**config.mk**
```make
export PLATFORM = sky130hd
export DESIGN_NAME = ppa_port
export DESIGN_NICKNAME = d
export VERILOG_FILES = /design/src/hdl/ppa_pkg.sv /design/src/hdl/ppa_cycle_if.sv /design/src/hdl/ppa_port.sv /design/src/hdl/ppa_strobe_timer.sv /design/src/hdl/ppa_slave_bufs.sv
export SDC_FILE = /design/constraint.sdc
export NUM_CORES = 1
export LEC_CHECK = 0
export BUFFER_PORTS_ARGS = -buffer_cell sky130_fd_sc_hd__buf_2
export CORE_MARGIN = 4
export CORE_UTILIZATION = 41
export CTS_CLUSTER_DIAMETER = 80
export DETAILED_ROUTE_END_ITERATION = 10
export MAX_ROUTING_LAYER = met4
export SYNTH_ARGS = -nofsm -noshare
export SYNTH_HDL_FRONTEND = slang
export SYNTH_SLANG_ARGS = --single-unit
```
**constraint.sdc**
```tcl
create_clock -name CORE_CLK -period 3 [get_ports CORE_CLK]
set_clock_uncertainty 0.05 [all_clocks]
set_input_delay 0.15 -clock CORE_CLK [delete_from_list [all_inputs] [get_ports CORE_CLK]]
set_output_delay 0.15 -clock CORE_CLK [all_outputs]
set_load 0.03 [all_outputs]
```
**src/hdl/ppa_pkg.sv**
```systemverilog
/*
 Parallel port address/status block: register map, field positions,
 reset values and enumerations shared by every design file.
 Assumes a 32-bit word register bus and a single core clock.
*/
package ppa_pkg;

  localparam int BYTE_W    = 8;
  localparam int NUM_SLOTS = 4;
  localparam int ADDR_LO_W = 11;
  localparam int CNT_W     = 5;

  // register byte offsets
  localparam logic [5:0] OFS_CTRL   = 6'h00;
  localparam logic [5:0] OFS_TARGET = 6'h04;
  localparam logic [5:0] OFS_PINS   = 6'h08;
  localparam logic [5:0] OFS_FLAGS  = 6'h0C;
  localparam logic [5:0] OFS_MASTER = 6'h30;
  // address[5:4] groups: slot index in address[3:2]
  localparam logic [1:0] GRP_IN     = 2'h1;
  localparam logic [1:0] GRP_OUT    = 2'h2;

  // port_control_reg fields
  localparam int CTRL_HOLD_LSB  = 0;
  localparam int CTRL_WIDTH_LSB = 2;
  localparam int CTRL_SETUP_LSB = 6;
  localparam int CTRL_MODE_LSB  = 8;
  localparam int CTRL_CSF_LSB   = 10;
  localparam int CTRL_MUX_LSB   = 12;
  localparam int CTRL_INC_LSB   = 14;
  localparam int CTRL_BUSY_BIT  = 16;
  localparam logic [31:0] CTRL_MASK  = 32'h0000_FFFF;
  localparam logic [31:0] CTRL_RESET = 32'h0000_0000;

  // port_target_location and port_pin_assignment
  localparam int ADDR_HI_BIT = 14;
  localparam logic [31:0] TARGET_MASK  = 32'h0000_47FF;
  localparam logic [31:0] TARGET_RESET = 32'h0000_0000;
  localparam logic [31:0] PINS_MASK    = 32'h0000_47FF;
  localparam logic [31:0] PINS_RESET   = 32'h0000_0000;

  // port_buffer_flags fields
  localparam int FLG_IN_ALL   = 15;
  localparam int FLG_IN_OVR   = 14;
  localparam int FLG_IN_LSB   = 8;
  localparam int FLG_OUT_ALL  = 7;
  localparam int FLG_OUT_UNR  = 6;
  localparam int FLG_OUT_LSB  = 0;

  // master command register fields
  localparam int MST_RD_BIT   = 0;
  localparam int MST_WR_BIT   = 1;
  localparam int MST_DATA_LSB = 8;

  localparam logic [3:0]       WIDTH_NONE = 4'h0;
  localparam logic [CNT_W-1:0] ONE_CYCLE  = 5'h01;
  localparam logic [CNT_W-1:0] NO_CYCLE   = 5'h00;

  typedef enum logic [1:0] {
    MODE_LEGACY     = 2'h0,
    MODE_ADDR_SLAVE = 2'h1,
    MODE_MASTER_SEP = 2'h2,
    MODE_MASTER_ENB = 2'h3
  } ppa_mode_type;

  typedef enum logic [1:0] {
    CSF_ADDR_A  = 2'h0,
    CSF_ADDR_B  = 2'h1,
    CSF_CHIPSEL = 2'h2,
    CSF_RSVD    = 2'h3
  } ppa_csf_type;

  localparam logic [1:0] MUX_SEPARATE = 2'h0;
  localparam logic [1:0] INC_UP       = 2'h1;
  localparam logic [1:0] INC_DOWN     = 2'h2;

  // gray along idle -> setup -> strobe -> hold
  typedef enum logic [1:0] {
    PH_IDLE   = 2'h0,
    PH_SETUP  = 2'h1,
    PH_STROBE = 2'h3,
    PH_HOLD   = 2'h2
  } ppa_phase_type;

endpackage

```
**src/hdl/ppa_cycle_if.sv**
```systemverilog
/*
 Carrier between the port controller and its strobe timer.
 Assumes both ends share the core clock.
*/
`timescale 1ns/1ps
interface ppa_cycle_if;
  logic                        start;
  logic                        is_write;
  logic [ppa_pkg::CNT_W-1:0]   setup_cnt;
  logic [ppa_pkg::CNT_W-1:0]   width_cnt;
  logic [ppa_pkg::CNT_W-1:0]   hold_cnt;
  ppa_pkg::ppa_phase_type      phase;
  logic                        done;

  modport ctrl  (output start, is_write, setup_cnt, width_cnt, hold_cnt,
                 input  phase, done);
  modport timer (input  start, is_write, setup_cnt, width_cnt, hold_cnt,
                 output phase, done);
endinterface

```
**src/hdl/ppa_port.sv**
```systemverilog
/*
 Parallel port controller: register file on an Avalon-MM slave, master
 cycles with programmable wait states, target address with chip-select
 option, pad ownership and slave buffer status.
 Assumes host strobes and DATA_IN are synchronous to CORE_CLK.
*/
// Implementation choices: register access over Avalon-MM and the placing of the registers.
// Summary of operation
// - write hold after strobe lasts hold code plus one cycles
// - read hold after strobe lasts exactly hold code cycles
// - width code zero forces setup one, hold one on writes, zero on reads
// - auto step never touches bit 14 while it serves as chip select
// - chip-select function 10: bit 14 of target drives the chip select
// - chip-select function 00 or 01: bit 14 is address bit 14
// - target holds 11 address bits; bits 13-11 and above 14 read zero
// - high pad enable gives pad 14 to the port, else general I/O
// - pad enables 10 to 2 give those pads to the address output
// - pad enables 1 and 0 give those pads to address or latch strobes
// - mux select field picks address bits or latch strobes on pads 1-0
// - buffer flags carry meaning only in slave modes
// - in_all_full set only when every writable input slot is full
// - host write to full slot sets in_overrun_flag until software clears
// - in_slot_full sets on host data, clears on software read of slot
// - out_all_empty set when all readable output slots empty, resets 1
// - host read of empty slot sets out_underrun_flag until cleared
// - out_slot_empty resets 1, clears on software write, sets when sent
// - mode field: legacy slave, addressable slave, two master styles
// - chip-select function 10 chip select, 00/01 address, 11 reserved
`timescale 1ns/1ps
module ppa_port (
  input  wire logic        CORE_CLK,
  input  wire logic        RST,
  input  wire logic [5:0]  AVS_ADDRESS,
  input  wire logic        AVS_READ,
  input  wire logic        AVS_WRITE,
  input  wire logic [31:0] AVS_WRITEDATA,
  input  wire logic [3:0]  AVS_BYTEENABLE,
  output logic      [31:0] AVS_READDATA,
  output logic             AVS_WAITREQUEST,
  input  wire logic        HOST_CS,
  input  wire logic        HOST_RD,
  input  wire logic        HOST_WR,
  input  wire logic [1:0]  HOST_ADDR,
  input  wire logic [7:0]  DATA_IN,
  output logic      [7:0]  DATA_OUT,
  output logic             DATA_OE,
  output logic             RD_STROBE,
  output logic             WR_STROBE,
  output logic      [14:0] PAD_OUT,
  output logic      [14:0] PAD_OWN
);
  localparam int W = ppa_pkg::BYTE_W;

  logic [31:0]                ctrl_q;
  logic [31:0]                target_q;
  logic [31:0]                pins_q;
  logic [W-1:0]               mst_data_q;
  logic [W-1:0]               mst_rdata_q;
  logic                       mst_wr_q;
  logic                       wait_q;
  logic [31:0]                rdata_q;
  logic [31:0]                rdata_d;
  logic                       acc;
  logic                       wr_acc;
  logic                       rd_acc;
  logic [1:0]                 grp;
  logic [1:0]                 slot;
  logic [31:0]                flags;
  ppa_pkg::ppa_mode_type      mode;
  ppa_pkg::ppa_csf_type       chip_select_function;
  logic [1:0]                 mux_sel;
  logic [1:0]                 inc_mode;
  logic                       slave_mode;
  logic                       busy;
  logic                       start_rd;
  logic                       start_wr;
  logic                       cs_role;
  logic                       host_wr;
  logic                       host_rd;
  logic [1:0]                 host_idx;
  logic [W-1:0]               in_data [ppa_pkg::NUM_SLOTS];
  logic [ppa_pkg::NUM_SLOTS-1:0] in_full;
  logic [ppa_pkg::NUM_SLOTS-1:0] out_empty;
  logic [ppa_pkg::NUM_SLOTS-1:0] writable;
  logic [W-1:0]               host_dout;
  logic                       in_ovr;
  logic                       out_unr;
  logic [ppa_pkg::ADDR_LO_W-1:0] addr_lo;
  logic [ppa_pkg::ADDR_LO_W:0]   addr_step;
  logic                       addr_hi;

  ppa_cycle_if cyc ();

  // byte-lane merge used for the control, target and pin registers
  function automatic logic [31:0] merge(input logic [31:0] old, input logic [31:0] nw,
                                        input logic [3:0] be, input logic [31:0] mask);
    logic [31:0] r;
    r = old;
    for (int b = 0; b < 4; b++) begin
      if (be[b]) begin
        r[b*8 +: 8] = nw[b*8 +: 8];
      end
    end
    return r & mask;
  endfunction

  // hold phase length for a cycle of the given direction
  function automatic logic [ppa_pkg::CNT_W-1:0] hold_len(input logic [1:0] code,
                                                        input logic is_wr,
                                                        input logic [3:0] width);
    logic [ppa_pkg::CNT_W-1:0] r;
    r = {3'h0, code};
    if (width == ppa_pkg::WIDTH_NONE) begin
      r = is_wr ? ppa_pkg::ONE_CYCLE : ppa_pkg::NO_CYCLE;
    end else if (is_wr) begin
      r = r + ppa_pkg::ONE_CYCLE;
    end
    return r;
  endfunction

  assign mode       = ppa_pkg::ppa_mode_type'(ctrl_q[ppa_pkg::CTRL_MODE_LSB +: 2]);
  assign chip_select_function        = ppa_pkg::ppa_csf_type'(ctrl_q[ppa_pkg::CTRL_CSF_LSB +: 2]);
  assign mux_sel    = ctrl_q[ppa_pkg::CTRL_MUX_LSB +: 2];
  assign inc_mode   = ctrl_q[ppa_pkg::CTRL_INC_LSB +: 2];
  assign slave_mode = (mode == ppa_pkg::MODE_LEGACY) || (mode == ppa_pkg::MODE_ADDR_SLAVE);
  assign cs_role    = (chip_select_function == ppa_pkg::CSF_CHIPSEL);
  assign busy       = (cyc.phase != ppa_pkg::PH_IDLE);

  assign acc    = (AVS_READ || AVS_WRITE) && !wait_q;
  assign wr_acc = AVS_WRITE && !wait_q;
  assign rd_acc = AVS_READ && !wait_q;
  assign grp    = AVS_ADDRESS[5:4];
  assign slot   = AVS_ADDRESS[3:2];

  // legacy slave only uses slot 0
  assign host_idx = (mode == ppa_pkg::MODE_ADDR_SLAVE) ? HOST_ADDR : 2'h0;
  assign host_wr  = slave_mode && HOST_CS && HOST_WR;
  assign host_rd  = slave_mode && HOST_CS && HOST_RD;
  assign writable = (mode == ppa_pkg::MODE_ADDR_SLAVE) ? 4'hF : 4'h1;

  always_comb begin
    flags = '0;
    if (slave_mode) begin
      flags[ppa_pkg::FLG_IN_ALL]  = &(in_full | ~writable);
      flags[ppa_pkg::FLG_IN_OVR]  = in_ovr;
      flags[ppa_pkg::FLG_IN_LSB +: ppa_pkg::NUM_SLOTS]  = in_full;
      flags[ppa_pkg::FLG_OUT_ALL] = &(out_empty | ~writable);
      flags[ppa_pkg::FLG_OUT_UNR] = out_unr;
      flags[ppa_pkg::FLG_OUT_LSB +: ppa_pkg::NUM_SLOTS] = out_empty;
    end
  end

  always_comb begin
    rdata_d = '0;
    if (grp == ppa_pkg::GRP_IN) begin
      rdata_d[W-1:0] = in_data[slot];
    end else begin
      case (AVS_ADDRESS)
        ppa_pkg::OFS_CTRL: begin
          rdata_d = ctrl_q;
          rdata_d[ppa_pkg::CTRL_BUSY_BIT] = busy;
        end
        ppa_pkg::OFS_TARGET: rdata_d = target_q;
        ppa_pkg::OFS_PINS:   rdata_d = pins_q;
        ppa_pkg::OFS_FLAGS:  rdata_d = flags;
        ppa_pkg::OFS_MASTER: begin
          rdata_d[W-1:0] = mst_rdata_q;
          rdata_d[ppa_pkg::CTRL_BUSY_BIT] = busy;
        end
        default: rdata_d = '0;
      endcase
    end
  end

  // one wait cycle per access; the answer stands when waitrequest drops
  always_ff @(posedge CORE_CLK) begin
    if (RST) begin
      wait_q  <= 1'b1;
      rdata_q <= '0;
    end else if ((AVS_READ || AVS_WRITE) && wait_q) begin
      wait_q  <= 1'b0;
      rdata_q <= rdata_d;
    end else begin
      wait_q  <= 1'b1;
    end
  end

  assign AVS_WAITREQUEST = wait_q;
  assign AVS_READDATA    = rdata_q;

  always_ff @(posedge CORE_CLK) begin
    if (RST) begin
      ctrl_q <= ppa_pkg::CTRL_RESET;
      pins_q <= ppa_pkg::PINS_RESET;
    end else if (wr_acc) begin
      if (AVS_ADDRESS == ppa_pkg::OFS_CTRL) begin
        ctrl_q <= merge(ctrl_q, AVS_WRITEDATA, AVS_BYTEENABLE, ppa_pkg::CTRL_MASK);
      end
      if (AVS_ADDRESS == ppa_pkg::OFS_PINS) begin
        pins_q <= merge(pins_q, AVS_WRITEDATA, AVS_BYTEENABLE, ppa_pkg::PINS_MASK);
      end
    end
  end

  // master command: start only when idle; a request while busy is dropped
  assign start_rd = wr_acc && (AVS_ADDRESS == ppa_pkg::OFS_MASTER) && !slave_mode && !busy
                    && AVS_WRITEDATA[ppa_pkg::MST_RD_BIT];
  assign start_wr = wr_acc && (AVS_ADDRESS == ppa_pkg::OFS_MASTER) && !slave_mode && !busy
                    && AVS_WRITEDATA[ppa_pkg::MST_WR_BIT] && !AVS_WRITEDATA[ppa_pkg::MST_RD_BIT];

  always_ff @(posedge CORE_CLK) begin
    if (RST) begin
      mst_wr_q   <= 1'b0;
      mst_data_q <= '0;
    end else if (start_rd || start_wr) begin
      mst_wr_q   <= start_wr;
      mst_data_q <= AVS_WRITEDATA[ppa_pkg::MST_DATA_LSB +: W];
    end
  end

  assign cyc.start     = start_rd || start_wr;
  assign cyc.is_write  = start_wr;
  assign cyc.setup_cnt = (ctrl_q[ppa_pkg::CTRL_WIDTH_LSB +: 4] == ppa_pkg::WIDTH_NONE)
                         ? ppa_pkg::ONE_CYCLE
                         : {3'h0, ctrl_q[ppa_pkg::CTRL_SETUP_LSB +: 2]} + ppa_pkg::ONE_CYCLE;
  assign cyc.width_cnt = {1'b0, ctrl_q[ppa_pkg::CTRL_WIDTH_LSB +: 4]} + ppa_pkg::ONE_CYCLE;
  assign cyc.hold_cnt  = hold_len(ctrl_q[ppa_pkg::CTRL_HOLD_LSB +: 2], mst_wr_q || start_wr,
                                  ctrl_q[ppa_pkg::CTRL_WIDTH_LSB +: 4]);

  ppa_strobe_timer u_timer (
    .clk (CORE_CLK),
    .rst (RST),
    .cyc (cyc.timer)
  );

  // read data is taken on every strobe cycle; the last one counts
  always_ff @(posedge CORE_CLK) begin
    if (RST) begin
      mst_rdata_q <= '0;
    end else if (!mst_wr_q && (cyc.phase == ppa_pkg::PH_STROBE)) begin
      mst_rdata_q <= DATA_IN;
    end
  end

  assign addr_lo   = target_q[ppa_pkg::ADDR_LO_W-1:0];
  assign addr_hi   = target_q[ppa_pkg::ADDR_HI_BIT];
  assign addr_step = (inc_mode == ppa_pkg::INC_DOWN)
                     ? {1'b0, addr_lo} - {{ppa_pkg::ADDR_LO_W{1'b0}}, 1'b1}
                     : {1'b0, addr_lo} + {{ppa_pkg::ADDR_LO_W{1'b0}}, 1'b1};

  always_ff @(posedge CORE_CLK) begin
    if (RST) begin
      target_q <= ppa_pkg::TARGET_RESET;
    end else if (wr_acc && (AVS_ADDRESS == ppa_pkg::OFS_TARGET)) begin
      target_q <= merge(target_q, AVS_WRITEDATA, AVS_BYTEENABLE, ppa_pkg::TARGET_MASK);
    end else if (cyc.done && ((inc_mode == ppa_pkg::INC_UP) ||
                              (inc_mode == ppa_pkg::INC_DOWN))) begin
      target_q[ppa_pkg::ADDR_LO_W-1:0] <= addr_step[ppa_pkg::ADDR_LO_W-1:0];
      if (!cs_role) begin
        target_q[ppa_pkg::ADDR_HI_BIT] <= addr_hi ^ addr_step[ppa_pkg::ADDR_LO_W];
      end
    end
  end

  ppa_slave_bufs u_bufs (
    .clk        (CORE_CLK),
    .rst        (RST),
    .host_wr    (host_wr),
    .host_rd    (host_rd),
    .host_idx   (host_idx),
    .host_din   (DATA_IN),
    .sw_rd_in   (rd_acc && (grp == ppa_pkg::GRP_IN)),
    .sw_wr_out  (wr_acc && (grp == ppa_pkg::GRP_OUT) && AVS_BYTEENABLE[0]),
    .sw_idx     (slot),
    .sw_din     (AVS_WRITEDATA[W-1:0]),
    .sw_flag_wr (wr_acc && (AVS_ADDRESS == ppa_pkg::OFS_FLAGS) && AVS_BYTEENABLE[1]
                 && AVS_BYTEENABLE[0]),
    .sw_ovr_bit (AVS_WRITEDATA[ppa_pkg::FLG_IN_OVR]),
    .sw_unr_bit (AVS_WRITEDATA[ppa_pkg::FLG_OUT_UNR]),
    .in_data    (in_data),
    .in_full    (in_full),
    .out_empty  (out_empty),
    .host_dout  (host_dout),
    .in_ovr     (in_ovr),
    .out_unr    (out_unr)
  );

  // data pins: host read answer in slave modes, write data in master modes
  always_ff @(posedge CORE_CLK) begin
    if (RST) begin
      DATA_OUT <= '0;
      DATA_OE  <= 1'b0;
    end else if (slave_mode) begin
      DATA_OUT <= host_dout;
      DATA_OE  <= host_rd;
    end else begin
      DATA_OUT <= mst_data_q;
      DATA_OE  <= mst_wr_q && busy;
    end
  end

  always_ff @(posedge CORE_CLK) begin
    if (RST) begin
      RD_STROBE <= 1'b0;
      WR_STROBE <= 1'b0;
    end else if (mode == ppa_pkg::MODE_MASTER_SEP) begin
      RD_STROBE <= !mst_wr_q && (cyc.phase == ppa_pkg::PH_STROBE);
      WR_STROBE <= mst_wr_q && (cyc.phase == ppa_pkg::PH_STROBE);
    end else if (mode == ppa_pkg::MODE_MASTER_ENB) begin
      // direction on the read pad, enable on the write pad
      RD_STROBE <= busy && !mst_wr_q;
      WR_STROBE <= (cyc.phase == ppa_pkg::PH_STROBE);
    end else begin
      RD_STROBE <= 1'b0;
      WR_STROBE <= 1'b0;
    end
  end

  always_ff @(posedge CORE_CLK) begin
    if (RST) begin
      PAD_OWN <= '0;
    end else begin
      PAD_OWN <= pins_q[14:0];
    end
  end

  always_ff @(posedge CORE_CLK) begin
    if (RST) begin
      PAD_OUT <= '0;
    end else begin
      PAD_OUT <= target_q[14:0];
      // reserved function drives pad 14 low
      PAD_OUT[ppa_pkg::ADDR_HI_BIT] <= (chip_select_function == ppa_pkg::CSF_RSVD) ? 1'b0
                                       : cs_role ? (addr_hi && (slave_mode || busy))
                                       : addr_hi;
      if (mux_sel != ppa_pkg::MUX_SEPARATE) begin
        // latch strobes during the address phase
        PAD_OUT[1] <= (cyc.phase == ppa_pkg::PH_SETUP);
        PAD_OUT[0] <= (cyc.phase == ppa_pkg::PH_SETUP);
      end
    end
  end
endmodule

```
**src/hdl/ppa_strobe_timer.sv**
```systemverilog
/*
 Master cycle sequencer: setup, strobe and hold phases of given lengths.
 Assumes setup and width counts of at least one; a hold of zero skips it.
*/
`timescale 1ns/1ps
module ppa_strobe_timer (
  input  wire logic    clk,
  input  wire logic    rst,
  ppa_cycle_if.timer   cyc
);
  ppa_pkg::ppa_phase_type        phase_q;
  logic [ppa_pkg::CNT_W-1:0]     cnt_q;
  logic                          done_q;
  logic                          last;

  assign last      = (cnt_q == ppa_pkg::ONE_CYCLE);
  assign cyc.phase = phase_q;
  assign cyc.done  = done_q;

  always_ff @(posedge clk) begin
    if (rst) begin
      phase_q <= ppa_pkg::PH_IDLE;
      cnt_q   <= ppa_pkg::NO_CYCLE;
    end else begin
      case (phase_q)
        ppa_pkg::PH_IDLE: begin
          if (cyc.start) begin
            phase_q <= ppa_pkg::PH_SETUP;
            cnt_q   <= cyc.setup_cnt;
          end
        end
        ppa_pkg::PH_SETUP: begin
          if (last) begin
            phase_q <= ppa_pkg::PH_STROBE;
            cnt_q   <= cyc.width_cnt;
          end else begin
            cnt_q <= cnt_q - ppa_pkg::ONE_CYCLE;
          end
        end
        ppa_pkg::PH_STROBE: begin
          if (last) begin
            // zero hold: read cycles end right after the strobe
            phase_q <= (cyc.hold_cnt == ppa_pkg::NO_CYCLE) ? ppa_pkg::PH_IDLE
                                                           : ppa_pkg::PH_HOLD;
            cnt_q   <= cyc.hold_cnt;
          end else begin
            cnt_q <= cnt_q - ppa_pkg::ONE_CYCLE;
          end
        end
        ppa_pkg::PH_HOLD: begin
          if (last) begin
            phase_q <= ppa_pkg::PH_IDLE;
          end else begin
            cnt_q <= cnt_q - ppa_pkg::ONE_CYCLE;
          end
        end
        default: begin
          phase_q <= ppa_pkg::PH_IDLE;
        end
      endcase
    end
  end

  always_ff @(posedge clk) begin
    if (rst) begin
      done_q <= 1'b0;
    end else begin
      done_q <= last && ((phase_q == ppa_pkg::PH_HOLD) ||
                ((phase_q == ppa_pkg::PH_STROBE) && (cyc.hold_cnt == ppa_pkg::NO_CYCLE)));
    end
  end
endmodule

```
**src/hdl/ppa_slave_bufs.sv**
```systemverilog
/*
 Slave-mode byte buffers: four input slots filled by the host, four
 output slots filled by software, with their full/empty/error flags.
 Assumes one-cycle host strobes synchronous to the core clock.
*/
`timescale 1ns/1ps
module ppa_slave_bufs (
  input  wire logic                          clk,
  input  wire logic                          rst,
  input  wire logic                          host_wr,
  input  wire logic                          host_rd,
  input  wire logic [1:0]                    host_idx,
  input  wire logic [ppa_pkg::BYTE_W-1:0]    host_din,
  input  wire logic                          sw_rd_in,
  input  wire logic                          sw_wr_out,
  input  wire logic [1:0]                    sw_idx,
  input  wire logic [ppa_pkg::BYTE_W-1:0]    sw_din,
  input  wire logic                          sw_flag_wr,
  input  wire logic                          sw_ovr_bit,
  input  wire logic                          sw_unr_bit,
  output logic [ppa_pkg::BYTE_W-1:0]         in_data [ppa_pkg::NUM_SLOTS],
  output logic [ppa_pkg::NUM_SLOTS-1:0]      in_full,
  output logic [ppa_pkg::NUM_SLOTS-1:0]      out_empty,
  output logic [ppa_pkg::BYTE_W-1:0]         host_dout,
  output logic                               in_ovr,
  output logic                               out_unr
);
  logic [ppa_pkg::BYTE_W-1:0] out_q [ppa_pkg::NUM_SLOTS];
  logic                       ovr_set;
  logic                       unr_set;

  assign ovr_set   = host_wr && in_full[host_idx];
  assign unr_set   = host_rd && out_empty[host_idx];
  assign host_dout = out_q[host_idx];

  always_ff @(posedge clk) begin
    for (int i = 0; i < ppa_pkg::NUM_SLOTS; i++) begin
      if (rst) begin
        in_full[i] <= 1'b0;
        in_data[i] <= '0;
      end else if (host_wr && (host_idx == i[1:0]) && !in_full[i]) begin
        in_full[i] <= 1'b1;
        in_data[i] <= host_din;
      end else if (sw_rd_in && (sw_idx == i[1:0])) begin
        in_full[i] <= 1'b0;
      end
    end
  end

  always_ff @(posedge clk) begin
    for (int i = 0; i < ppa_pkg::NUM_SLOTS; i++) begin
      if (rst) begin
        out_empty[i] <= 1'b1;
        out_q[i]     <= '0;
      end else if (host_rd && (host_idx == i[1:0]) && !out_empty[i]) begin
        out_empty[i] <= 1'b1;
      end else if (sw_wr_out && (sw_idx == i[1:0])) begin
        out_empty[i] <= 1'b0;
        out_q[i]     <= sw_din;
      end
    end
  end

  // hardware set wins over a software clear in the same cycle
  always_ff @(posedge clk) begin
    if (rst) begin
      in_ovr  <= 1'b0;
      out_unr <= 1'b0;
    end else begin
      in_ovr  <= ovr_set || (sw_flag_wr ? sw_ovr_bit : in_ovr);
      out_unr <= unr_set || (sw_flag_wr ? sw_unr_bit : out_unr);
    end
  end
endmodule

```
After elaboration in Yosys (flattened, before gate mapping):

Memory sizes are Yosys's and may differ from the RTL's.
Index checks and enable logic that the tools add are counted.
W data, S select, Z words.

* bits in registers: 175
* RAM bits: 32
* bits of input ports: 59
* memories kept: 1

Memory list
* u_bufs.out_q: depth 4, bits a word 8, rd ports 1, clocked after memory_dff 0, wr ports 4, RTL line ppa_slave_bufs.sv:28 `logic [ppa_pkg::BYTE_W-1:0] out_q [ppa_pkg::NUM_SLOTS];`

* add/sub/neg operators: 6
* $lt $le $gt $ge: 2
* equal/unequal tests: 31
* muxes and demuxes: 81
* bitwise logic cells: 9
* reductions and logical operators: 106

Operators by type and width (number)
* $mux W8: 9
* $logic_and A1 B1 Y1: 53
* $mux W1: 42
* $pmux W8 S5: 1
* $pmux W8 S4: 1
* $eq A2 B2 Y1 const B: 12
* $mux W11: 2
* $mux W5: 4
* $pmux W5 S4: 1
* $bmux W8 S2: 1
* $mux W2: 8
* $reduce_and A3 Y1: 5
* $reduce_bool A2 Y1: 7
* $logic_not A1 Y1: 13
* $add A11 B1 Y12 const B: 1
* $eq A2 B1 Y1 const B: 6
* $eq A6 B4 Y1 const B: 2
* $mux W12: 1
* $reduce_and A4 Y1: 3
* $reduce_or A2 Y1: 6
* $sub A11 B1 Y12 const B: 1
* $logic_or A1 B1 Y1: 9
* $mux W3: 3
* $mux W9: 1
* 25 further kinds: 43

Logic depth before layout (Yosys ltp):

Gate-level depths: netlist of the first run.

* depth in word-level cells: 14
* depth in mapped cells: 10
* depth with buffers taken out: 10

By module:

Synthesis of the first run repeated with hierarchy kept, for this count alone.

* cell total of the unflattened synthesis: 1014
* area, all modules: 9593.0 µm²

By module, submodules not included
* ppa_port: instances 1, cells an instance 649, area each 5786.8 µm², seq. area each 2202.1 µm²
* ppa_slave_bufs: instances 1, cells an instance 279, area each 3094.2 µm², seq. area each 1801.7 µm²
* ppa_strobe_timer: instances 1, cells an instance 86, area each 711.9 µm², seq. area each 160.2 µm²

Worst setup path before layout of the first run:

No wires, ideal clock.

* path kind: register to register
* start point: reg ctrl_q[14]
* end point: reg target_q[14]
* setup time: 95 ps
* arrival time: 2450 ps
* setup slack: 404 ps
* stages on the path, launching flop included: 10
* buffers on the path: 0
* period minus slack after synthesis: 2596 ps
* cell sequence: dfxtp_1 inv_1 ha_1 ha_1 a211oi_1 o21ai_1 a2111oi_0 o31a_1 o21ai_0 a221oi_1

* word-level cells in the longest chain between the ends: 6
* elaborated cells between the ends (all ways): 11

RTL lines
* start: declaration: RTL line ppa_port.sv:54 `logic [31:0] ctrl_q;`
* start signal: assignment: RTL line ppa_port.sv:193 `ctrl_q <= ppa_pkg::CTRL_RESET;`
* start signal: assignment: RTL line ppa_port.sv:197 `ctrl_q <= merge(ctrl_q, AVS_WRITEDATA, AVS_BYTEENABLE, ppa_pkg::CTRL_MASK);`
* $eq A2 B2 Y1: RTL line ppa_port.sv:247, ppa_port.sv:257
* $mux W12: RTL line ppa_port.sv:248 `? {1'b0, addr_lo} - {{ppa_pkg::ADDR_LO_W{1'b0}}, 1'b1}`
* $xor A1 B1 Y1: RTL line ppa_port.sv:260 `target_q[ppa_pkg::ADDR_HI_BIT] <= addr_hi ^ addr_step[ppa_pkg::ADDR_LO_W];`
* $mux W1: RTL line ppa_port.sv:259 `if (!cs_role) begin`
* $mux W1: RTL line ppa_port.sv:256 `end else if (cyc.done && ((inc_mode == ppa_pkg::INC_UP) ||`
* $mux W1: RTL line ppa_port.sv:254 `end else if (wr_acc && (AVS_ADDRESS == ppa_pkg::OFS_TARGET)) begin`
* end signal: assignment: RTL line ppa_port.sv:255 `target_q <= merge(target_q, AVS_WRITEDATA, AVS_BYTEENABLE, ppa_pkg::TARGET_MASK);`
* end signal: indexed assignment: RTL line ppa_port.sv:258 `target_q[ppa_pkg::ADDR_LO_W-1:0] <= addr_step[ppa_pkg::ADDR_LO_W-1:0];`
* end signal: indexed assignment: RTL line ppa_port.sv:260
* end: declaration: RTL line ppa_port.sv:55 `logic [31:0] target_q;`

Parallel ways exist; a longest one is shown, timed or not. The select of a mux whose other input is x is not followed.
A chain may end at the register's enable or synchronous reset.

Worst setup path after layout of the first run:

* start point: reg ctrl_q[15]
* end point: reg target_q[10]

* word-level cells in the longest chain between the ends: 5
* elaborated cells between the ends (all ways): 9

RTL lines (RTL line)
* $eq A2 B1 Y1 or $eq A2 B2 Y1 (tied branches): ppa_port.sv:256, ppa_port.sv:247, ppa_port.sv:257
* $logic_or A1 B1 Y1: ppa_port.sv:256
* $logic_and A1 B1 Y1: ppa_port.sv:256
* $reduce_bool A2 Y1 (no source line)
* $reduce_and A2 Y1 (no source line)

Parallel ways exist; a longest one is shown, timed or not. The select of a mux whose other input is x is not followed.

==> results of run 1 <==
[repair_timing]
action	4_1_cts	5_1_grt
endpoints found under the setup margin	0	1
gates resized for setup	0	2
endpoints found under the hold margin	47	0
hold buffers	12	0
[area by class of cell]
class / instances / area, sq um
inverters: 26 / 97.6
clock buffers: 17 / 425
well taps: 275 / 344
flip-flops and latches: 192 / 4160
multi-input cells: 656 / 4350
fillers: 2040 / 10900
clock inverters: 15 / 150
repair buffers: 137 / 828
[power by group through the flow]
| stage | sequential, mW | clock (mW) | combinational (mW) |
|---|---|---|---|
| finish | 2.68 | 2.25 | 0.374 |
| global route | 2.68 | 2.41 | 0.399 |
| CTS | 2.67 | 2.29 | 0.373 |
| detailed placement | 2.73 | 0 | 0.360 |
| global placement | 2.73 | 0 | 0.358 |
| floorplan | 2.76 | 0 | 0.205 |
[worst reg2reg max path, cell delays in order (launching register included)]
cell and delay, ns:
dfxtp_1 0.38, ha_1 0.36, buf_4 0.22, inv_1 0.05
fa_1 0.40, nor2b_1 0.18, o2111ai_1 0.19, a311oi_1 0.40
or3_1 0.16, a32oi_1 0.10, a211oi_1 0.25
[cell families (layout without fill, tap and decap cells)]
| kind of cell | Yosys count | in the layout | synth area share, % |
|---|---|---|---|
| AO/OA/AOI/OAI | 193 | 193 | 14.4 |
| multiplexers | 92 | 92 | 11.5 |
| AND/OR/NAND/NOR | 320 | 320 | 18.2 |
| buffers and inverters | 103 | 195 | 5.40 |
| other | 1 | 21 | 0.0421 |
| XOR/XNOR | 12 | 12 | 1.18 |
| adder cells (fa/ha/maj) | 18 | 18 | 2.61 |
| flip-flops | 192 | 192 | 46.7 |
[per-layer routing]
layer	vias to the layer above	global-route usage [%]	share of wire, %
met5	-	-	0
met4	0	7.88	2.7
met3	48	3.50	6.1
met2	258	33.8	46
met1	3472	29.7	45
li1	3516	-	-
[cell usage in the layout, fill, tap and decap left out, types with 4 or more instances in the layout]
master	synthesis	layout
nor3_1	25	25
a22oi_1	17	17
nand2_1	68	68
xnor2_1	5	5
or2_2	8	8
o21ai_0	32	31
xor2_1	7	7
mux4_2	8	8
and3_1	35	35
a211oi_1	15	15
a32oi_1	4	4
a21oi_1	59	59
a21o_1	7	7
inv_1	26	26
nand3_1	10	10
nor2_1	107	107
nor4_1	5	4
or3_1	5	5
conb_1	1	21
nor2b_1	30	30
ha_1	17	17
buf_2	13	92
dlygate4sd3_1	0	12
o22ai_1	4	4
a221oi_1	29	29
buf_4	21	33
dfxtp_1	160	160
a311oi_1	4	4
mux2i_1	82	82
clkbuf_16	0	17
edfxtp_1	32	32
o21ai_1	3	4
inv_6	0	8
[through the flow]
stage                     utilization [%]  area [sq um]
final                                48.8         10400
after CTS                            48.8         10400
after global routing                 48.8         10400
after global placement               45.5          9660
after detailed placement             45.5          9660
after floorplan                         -          8990
[state kept, by name, summed over array words and instances, names as in the netlist, 12 cells and up]
signal,flops
pins_q,12
target_q,12
u_bufs.in_data,32
ctrl_q,16
PAD_OWN,12
AVS_READDATA,17
PAD_OUT,12
u_bufs.out_q,32
[how the worst max path moves through the flow]
stage,slack (ns),end,cells after the start
after floorplan,0.40,target_q[14],9
after global routing,0.04,target_q[14],9
after global placement,0.29,target_q[10],10
after CTS,0.19,target_q[14],9
final,0.18,target_q[10],10
after detailed placement,0.24,target_q[14],9
==> flow_metrics.tcl, run 1 <==
set metrics [dict create \
    cpLargestDelayFamily "compound AO/OA/AOI/OAI gates" \
    syn-cell-area_sq_um 8910 \
    grt_use_total_pct 22.0 \
    post-route-period-util_pct 93.9 \
    drive_gt1_share_pct 18.3 \
    power_density_nw_per_um2 512 \
    antenna_cells 0 \
    ys_top_cells_by_area "dfxtp_1, edfxtp_1, mux2i_1, nor2_1, a21oi_1" \
    cts_tree "done" \
    first_pass_iters 5 \
    viasPerCell 5.53 \
    dp_hpwl_microns 18600 \
    hold_end "mst_data_q[1]" \
    hold_slack_ns 0.00305 \
    clockPowerShare_pct 42.5 \
    critical_path.slowest_cell "fa_1" \
    die_y_microns 155 \
    maxCapViolCount 0 \
    slowest_delay_ns 0.40 \
    cp.required_ns 3.30 \
    cp_max_fo 7 \
    ff2ff_setup_slack_ns 0.18 \
    min-delay-path-class "primary input to flop" \
    dieArea_sq_um 24200 \
    cts.clk_slew.worst_paths_ns 0.07 \
    synth_common_cells "dfxtp_1, nor2_1, mux2i_1, nand2_1, a21oi_1" \
    syn-mean-instance-area_sq_um 9.57 \
    coreArea_sq_um 21200 \
    final_cells 1318 \
    finalHoldViolCount 0 \
    reg2reg_to "target_q[10]" \
    cts-root-buf "clkbuf_16" \
    ys_warn_count 0 \
    rsz0062_at_grt "no" \
    max_slew_margin_pct 40.4 \
    intPower_mw 3.93 \
    synth_top_area_share_pct 35.9 \
    p_total_mw 5.30 \
    drt_iter0_markers 546 \
    max_freq_mhz 355 \
    async_flop_share_pct 0 \
    swShare_pct 25.9 \
    critPathKind "flop to flop" \
    syn_to_final_growth_pct 16.3 \
    wl_per_cell_microns 19.6 \
    numCtsBuffers 17 \
    port_buffers 93 \
    io_pins 133 \
    placed_cells 1274 \
    tightest_slew_ns 0.892 \
    yosysTopAreaCell "dfxtp_1" \
    cts_setup_buffers 0 \
    tns_ns 0 \
    r2r.worst_path.cells 10 \
    first_global_vias 6916 \
    start_util_pct 42.0 \
    r2r-start "ctrl_q[15]" \
    grt_antenna_before_repair 0 \
    setup_violations 0 \
    p_comb_share_pct 7.1 \
    nNetsFinal 1107 \
    layout_setup_ws_ns 0.184 \
    synth_cell_types 64 \
    post-route-min-period_ns 2.82 \
    die_w_microns 155 \
    cts_sinks 192 \
    synth-edff-count 32 \
    critPathCaptureType "flop" \
    seq_area_frac_synth_pct 46.7 \
    crit_path_start "ctrl_q[15]" \
    synth_most_common_cell "dfxtp_1" \
    critPathArrivalTime_ns 3.12 \
    switchingPower_mw 1.37 \
    place.gp.congestion 0.917 \
    grt_pass1_wl_microns 40100 \
    row_count 53 \
    dp_worst_setup_slack_ns 0.238 \
    p_leak_nw 4.25 \
    drc 0 \
    synthCells 931 \
    finalMaxSlewViolations 0 \
    pwr-share-seq_pct 50.5 \
    clockBufferDepth 2 \
    status "finished, final reports clean" \
    htree_levels 4 \
    cp_num_buf_inv 2 \
    synthFlopType "dfxtp_1" \
    ys_ff_latch 192 \
    ant_nets 0 \
    vias 7294 \
    grt_max_degree 74 \
    grt.overflow.total 0 \
    clk_latency_ns 0.44 \
    crit_chain "ha_1 > buf_4 > inv_1 > fa_1 > nor2b_1 > o2111ai_1 > a311oi_1 > or3_1 > a32oi_1 > a211oi_1" \
    worstHoldStart "AVS_WRITEDATA[9]" \
    wl_microns 25900 \
    worstHoldPathCells 3 \
    worstSetupStartpointType "flop" \
    ir_worst_vdd_v 0.000389 \
]
(Power assumes the default switching activity.)
==> inputs of run 2 (changes only) <==
ABC_AREA = 1   (was not set)
HOLD_SLACK_MARGIN = 0.12   (was not set)
RECOVER_POWER = 100   (was not set)
==> run 2 against run 1 <==
  * Design area shrank 2.5%
  * Sequential cell count unchanged
  * Synthesized area decreased by 1.9%
  * Non-clock buffer count fell by 11
  * Highest routed layer unchanged
==> flow_metrics.tcl, run 2 <==
set metrics [dict create \
    dp_worst_setup_slack_ns 0.501 \
    worstSetupStartpointType "flop" \
    top_usage_layer "met2" \
    antenna_cells 0 \
    vias 7702 \
    cp_max_fo 17 \
    seqCellArea_sq_um 4160 \
    coreArea_sq_um 21000 \
    cts_sinks 192 \
    wl_microns 25800 \
    cp_num_buf_inv 3 \
    post-route-min-period_ns 2.66 \
    grt_max_degree 55 \
    synthFlopType "dfxtp_1" \
    synth_top_area_share_pct 36.6 \
    grt.overflow.total 0 \
    cpLargestDelayFamily "simple AND/OR/NAND/NOR gates" \
    slowest_delay_ns 0.93 \
    synthCells 1099 \
    port_buffers 93 \
    io_pins 133 \
    syn-cell-area_sq_um 8740 \
    place.gp.congestion 0.869 \
    crit_chain "inv_1 > nand2_1 > nor2_1 > inv_2 > nand2_4 > nand2_2 > inv_2 > a21oi_1 > o21ai_0 > o21ai_0" \
    max_slew_margin_pct 23.6 \
    dp_hpwl_microns 18500 \
    seq_area_frac_synth_pct 47.6 \
    clk_latency_ns 0.44 \
    min-delay-path-class "primary input to flop" \
    synth_common_cells "dfxtp_1, inv_1, nor2_1, o21ai_0, nand2_1" \
    drive_gt1_share_pct 8.39 \
    row_count 53 \
    critPathArrivalTime_ns 2.92 \
    ys_ff_latch 192 \
    ys_top_cells_by_area "dfxtp_1, edfxtp_1, o21ai_0, a21oi_1, inv_1" \
    die_y_microns 154 \
    first_global_vias 7228 \
    crit_path_start "AVS_WAITREQUEST" \
    cts.clk_slew.worst_paths_ns 0.08 \
    critPathKind "flop to flop" \
    power_density_nw_per_um2 600 \
    final_cell_area_sq_um 10100 \
    grtUsageMet2_pct 33.0 \
    post-route-period-util_pct 88.8 \
    grt_use_total_pct 22.3 \
    max_freq_mhz 375 \
    dieArea_sq_um 23700 \
    die_w_microns 154 \
    tns_ns 0 \
    n_fill_cell 2107 \
    hold_slack_ns 0.129 \
    placed_cells 1437 \
    rsz0062_at_grt "no" \
    syn-mean-instance-area_sq_um 7.95 \
    ys_warn_count 0 \
    ant_nets 0 \
    synth_cell_types 58 \
    tightest_slew_ns 1.14 \
    status "finished, final reports clean" \
    htree_levels 4 \
    first_pass_iters 7 \
    synth-edff-count 32 \
    ir_worst_vdd_v 0.000374 \
    p_total_mw 6.07 \
    drt_iter0_markers 726 \
    drc 0 \
    finalHoldViolCount 0 \
    utilization_pct 48.1 \
    grt_antenna_before_repair 0 \
    critPathCaptureType "flop" \
    p_leak_nw 4.05 \
    grt_pass1_wl_microns 40400 \
    cts_tree "done" \
    numCtsBuffers 17 \
    final_common_cell "dfxtp_1" \
    multi_input_area_sq_um 3690 \
    maxCapViolCount 0 \
    met3_usage_pct 3.12 \
    r2r-start "AVS_WAITREQUEST" \
    nNetsFinal 1280 \
    critical_path.slowest_cell "nor2_1" \
    wl_per_cell_microns 17.3 \
    syn_to_final_growth_pct 15.6 \
    start_util_pct 41.6 \
    finalMaxSlewViolations 0 \
    async_flop_share_pct 0 \
    worstHoldStart "AVS_WRITEDATA[2]" \
    use_met1_pct 31.9 \
    final_cells 1491 \
    clockBufferDepth 2 \
    setup_violations 0 \
    synth_most_common_cell "dfxtp_1" \
    yosysTopAreaCell "dfxtp_1" \
    dpl_cell_area_sq_um 9370 \
    final_cell_mix "dfxtp_1, inv_1, nor2_1" \
    cts-root-buf "clkbuf_16" \
    layout_setup_ws_ns 0.336 \
    viasPerCell 5.17 \
    cp.required_ns 3.25 \
]
[run 2: cell types whose count changed in the layout (fill, tap and decap cells not counted), sizes merged, moves of 35 or more]
| cell | change |
|---|---|
| nand2 | +59 |
| nand3 | +37 |
| and3 | -35 |
| inv | +120 |
| mux2i | -81 |
| buf | -78 |
| o21ai | +96 |
| a21oi | +59 |
| clkbuf | +58 |
[run 2: what timing repair did]
| action | in CTS | in global routing |
|---|---|---|
| hold buffers | 22 | 0 |
| hold endpoints to repair | 72 | 0 |
| setup endpoints to repair | 0 | 0 |
| resized for setup | 0 | 0 |
| buffers inserted | 0 | 0 |
[run 2: cells by family (layout without fill, tap and decap cells)]
family	count (synthesis)	after routing	synth area share, %
simple gates	331	331	16.6
compound gates	335	335	21.6
buf+inv	212	309	10.4
mux	1	1	0.115
flops	192	192	47.6
other cells	1	21	0.0429
fa+ha+maj	18	18	2.66
xor+xnor	9	9	0.902
[run 2: report_power, final]
| group | switching, mW | internal, mW |
|---|---|---|
| sequential | 0.0717 | 2.71 |
| clock | 1.11 | 1.32 |
| combinational | 0.589 | 0.262 |
| total | 1.77 | 4.30 |
[run 2: path summary, 6_finish.rpt]
check	endpoint	slack, ns	depth (start not counted)
max	target_q[4]	0.34	10
min	pins_q[2]	0.13	3
max reg2reg	target_q[4]	0.34	10
min reg2reg	u_bufs.in_data[10]	0.40	2
[run 2: worst reg2reg max path: cells and delay by family (launching register included)]
family                 cells  cell delay, ns
buffers and inverters      3            0.48
DFF                        1            0.35
AOI/OAI and AO/OA          3            0.28
and+or+nand+nor            4            1.38
[run 2: per-layer routing]
metal | up-vias | share of wire [%]
li1 | 3864 | -
met3 | 24 | 6.2
met5 | - | 0
met1 | 3556 | 47
met2 | 258 | 45
met4 | 0 | 1.5
[run 2: area by class of cell]
class | count | share of cell area, %
sequential | 192 | 41.2
clock inverter | 14 | 1.89
multi-input combinational | 715 | 36.5
timing repair buffer | 126 | 6.82
tap | 275 | 3.41
inverter | 151 | 5.65
clock buffer | 18 | 4.46
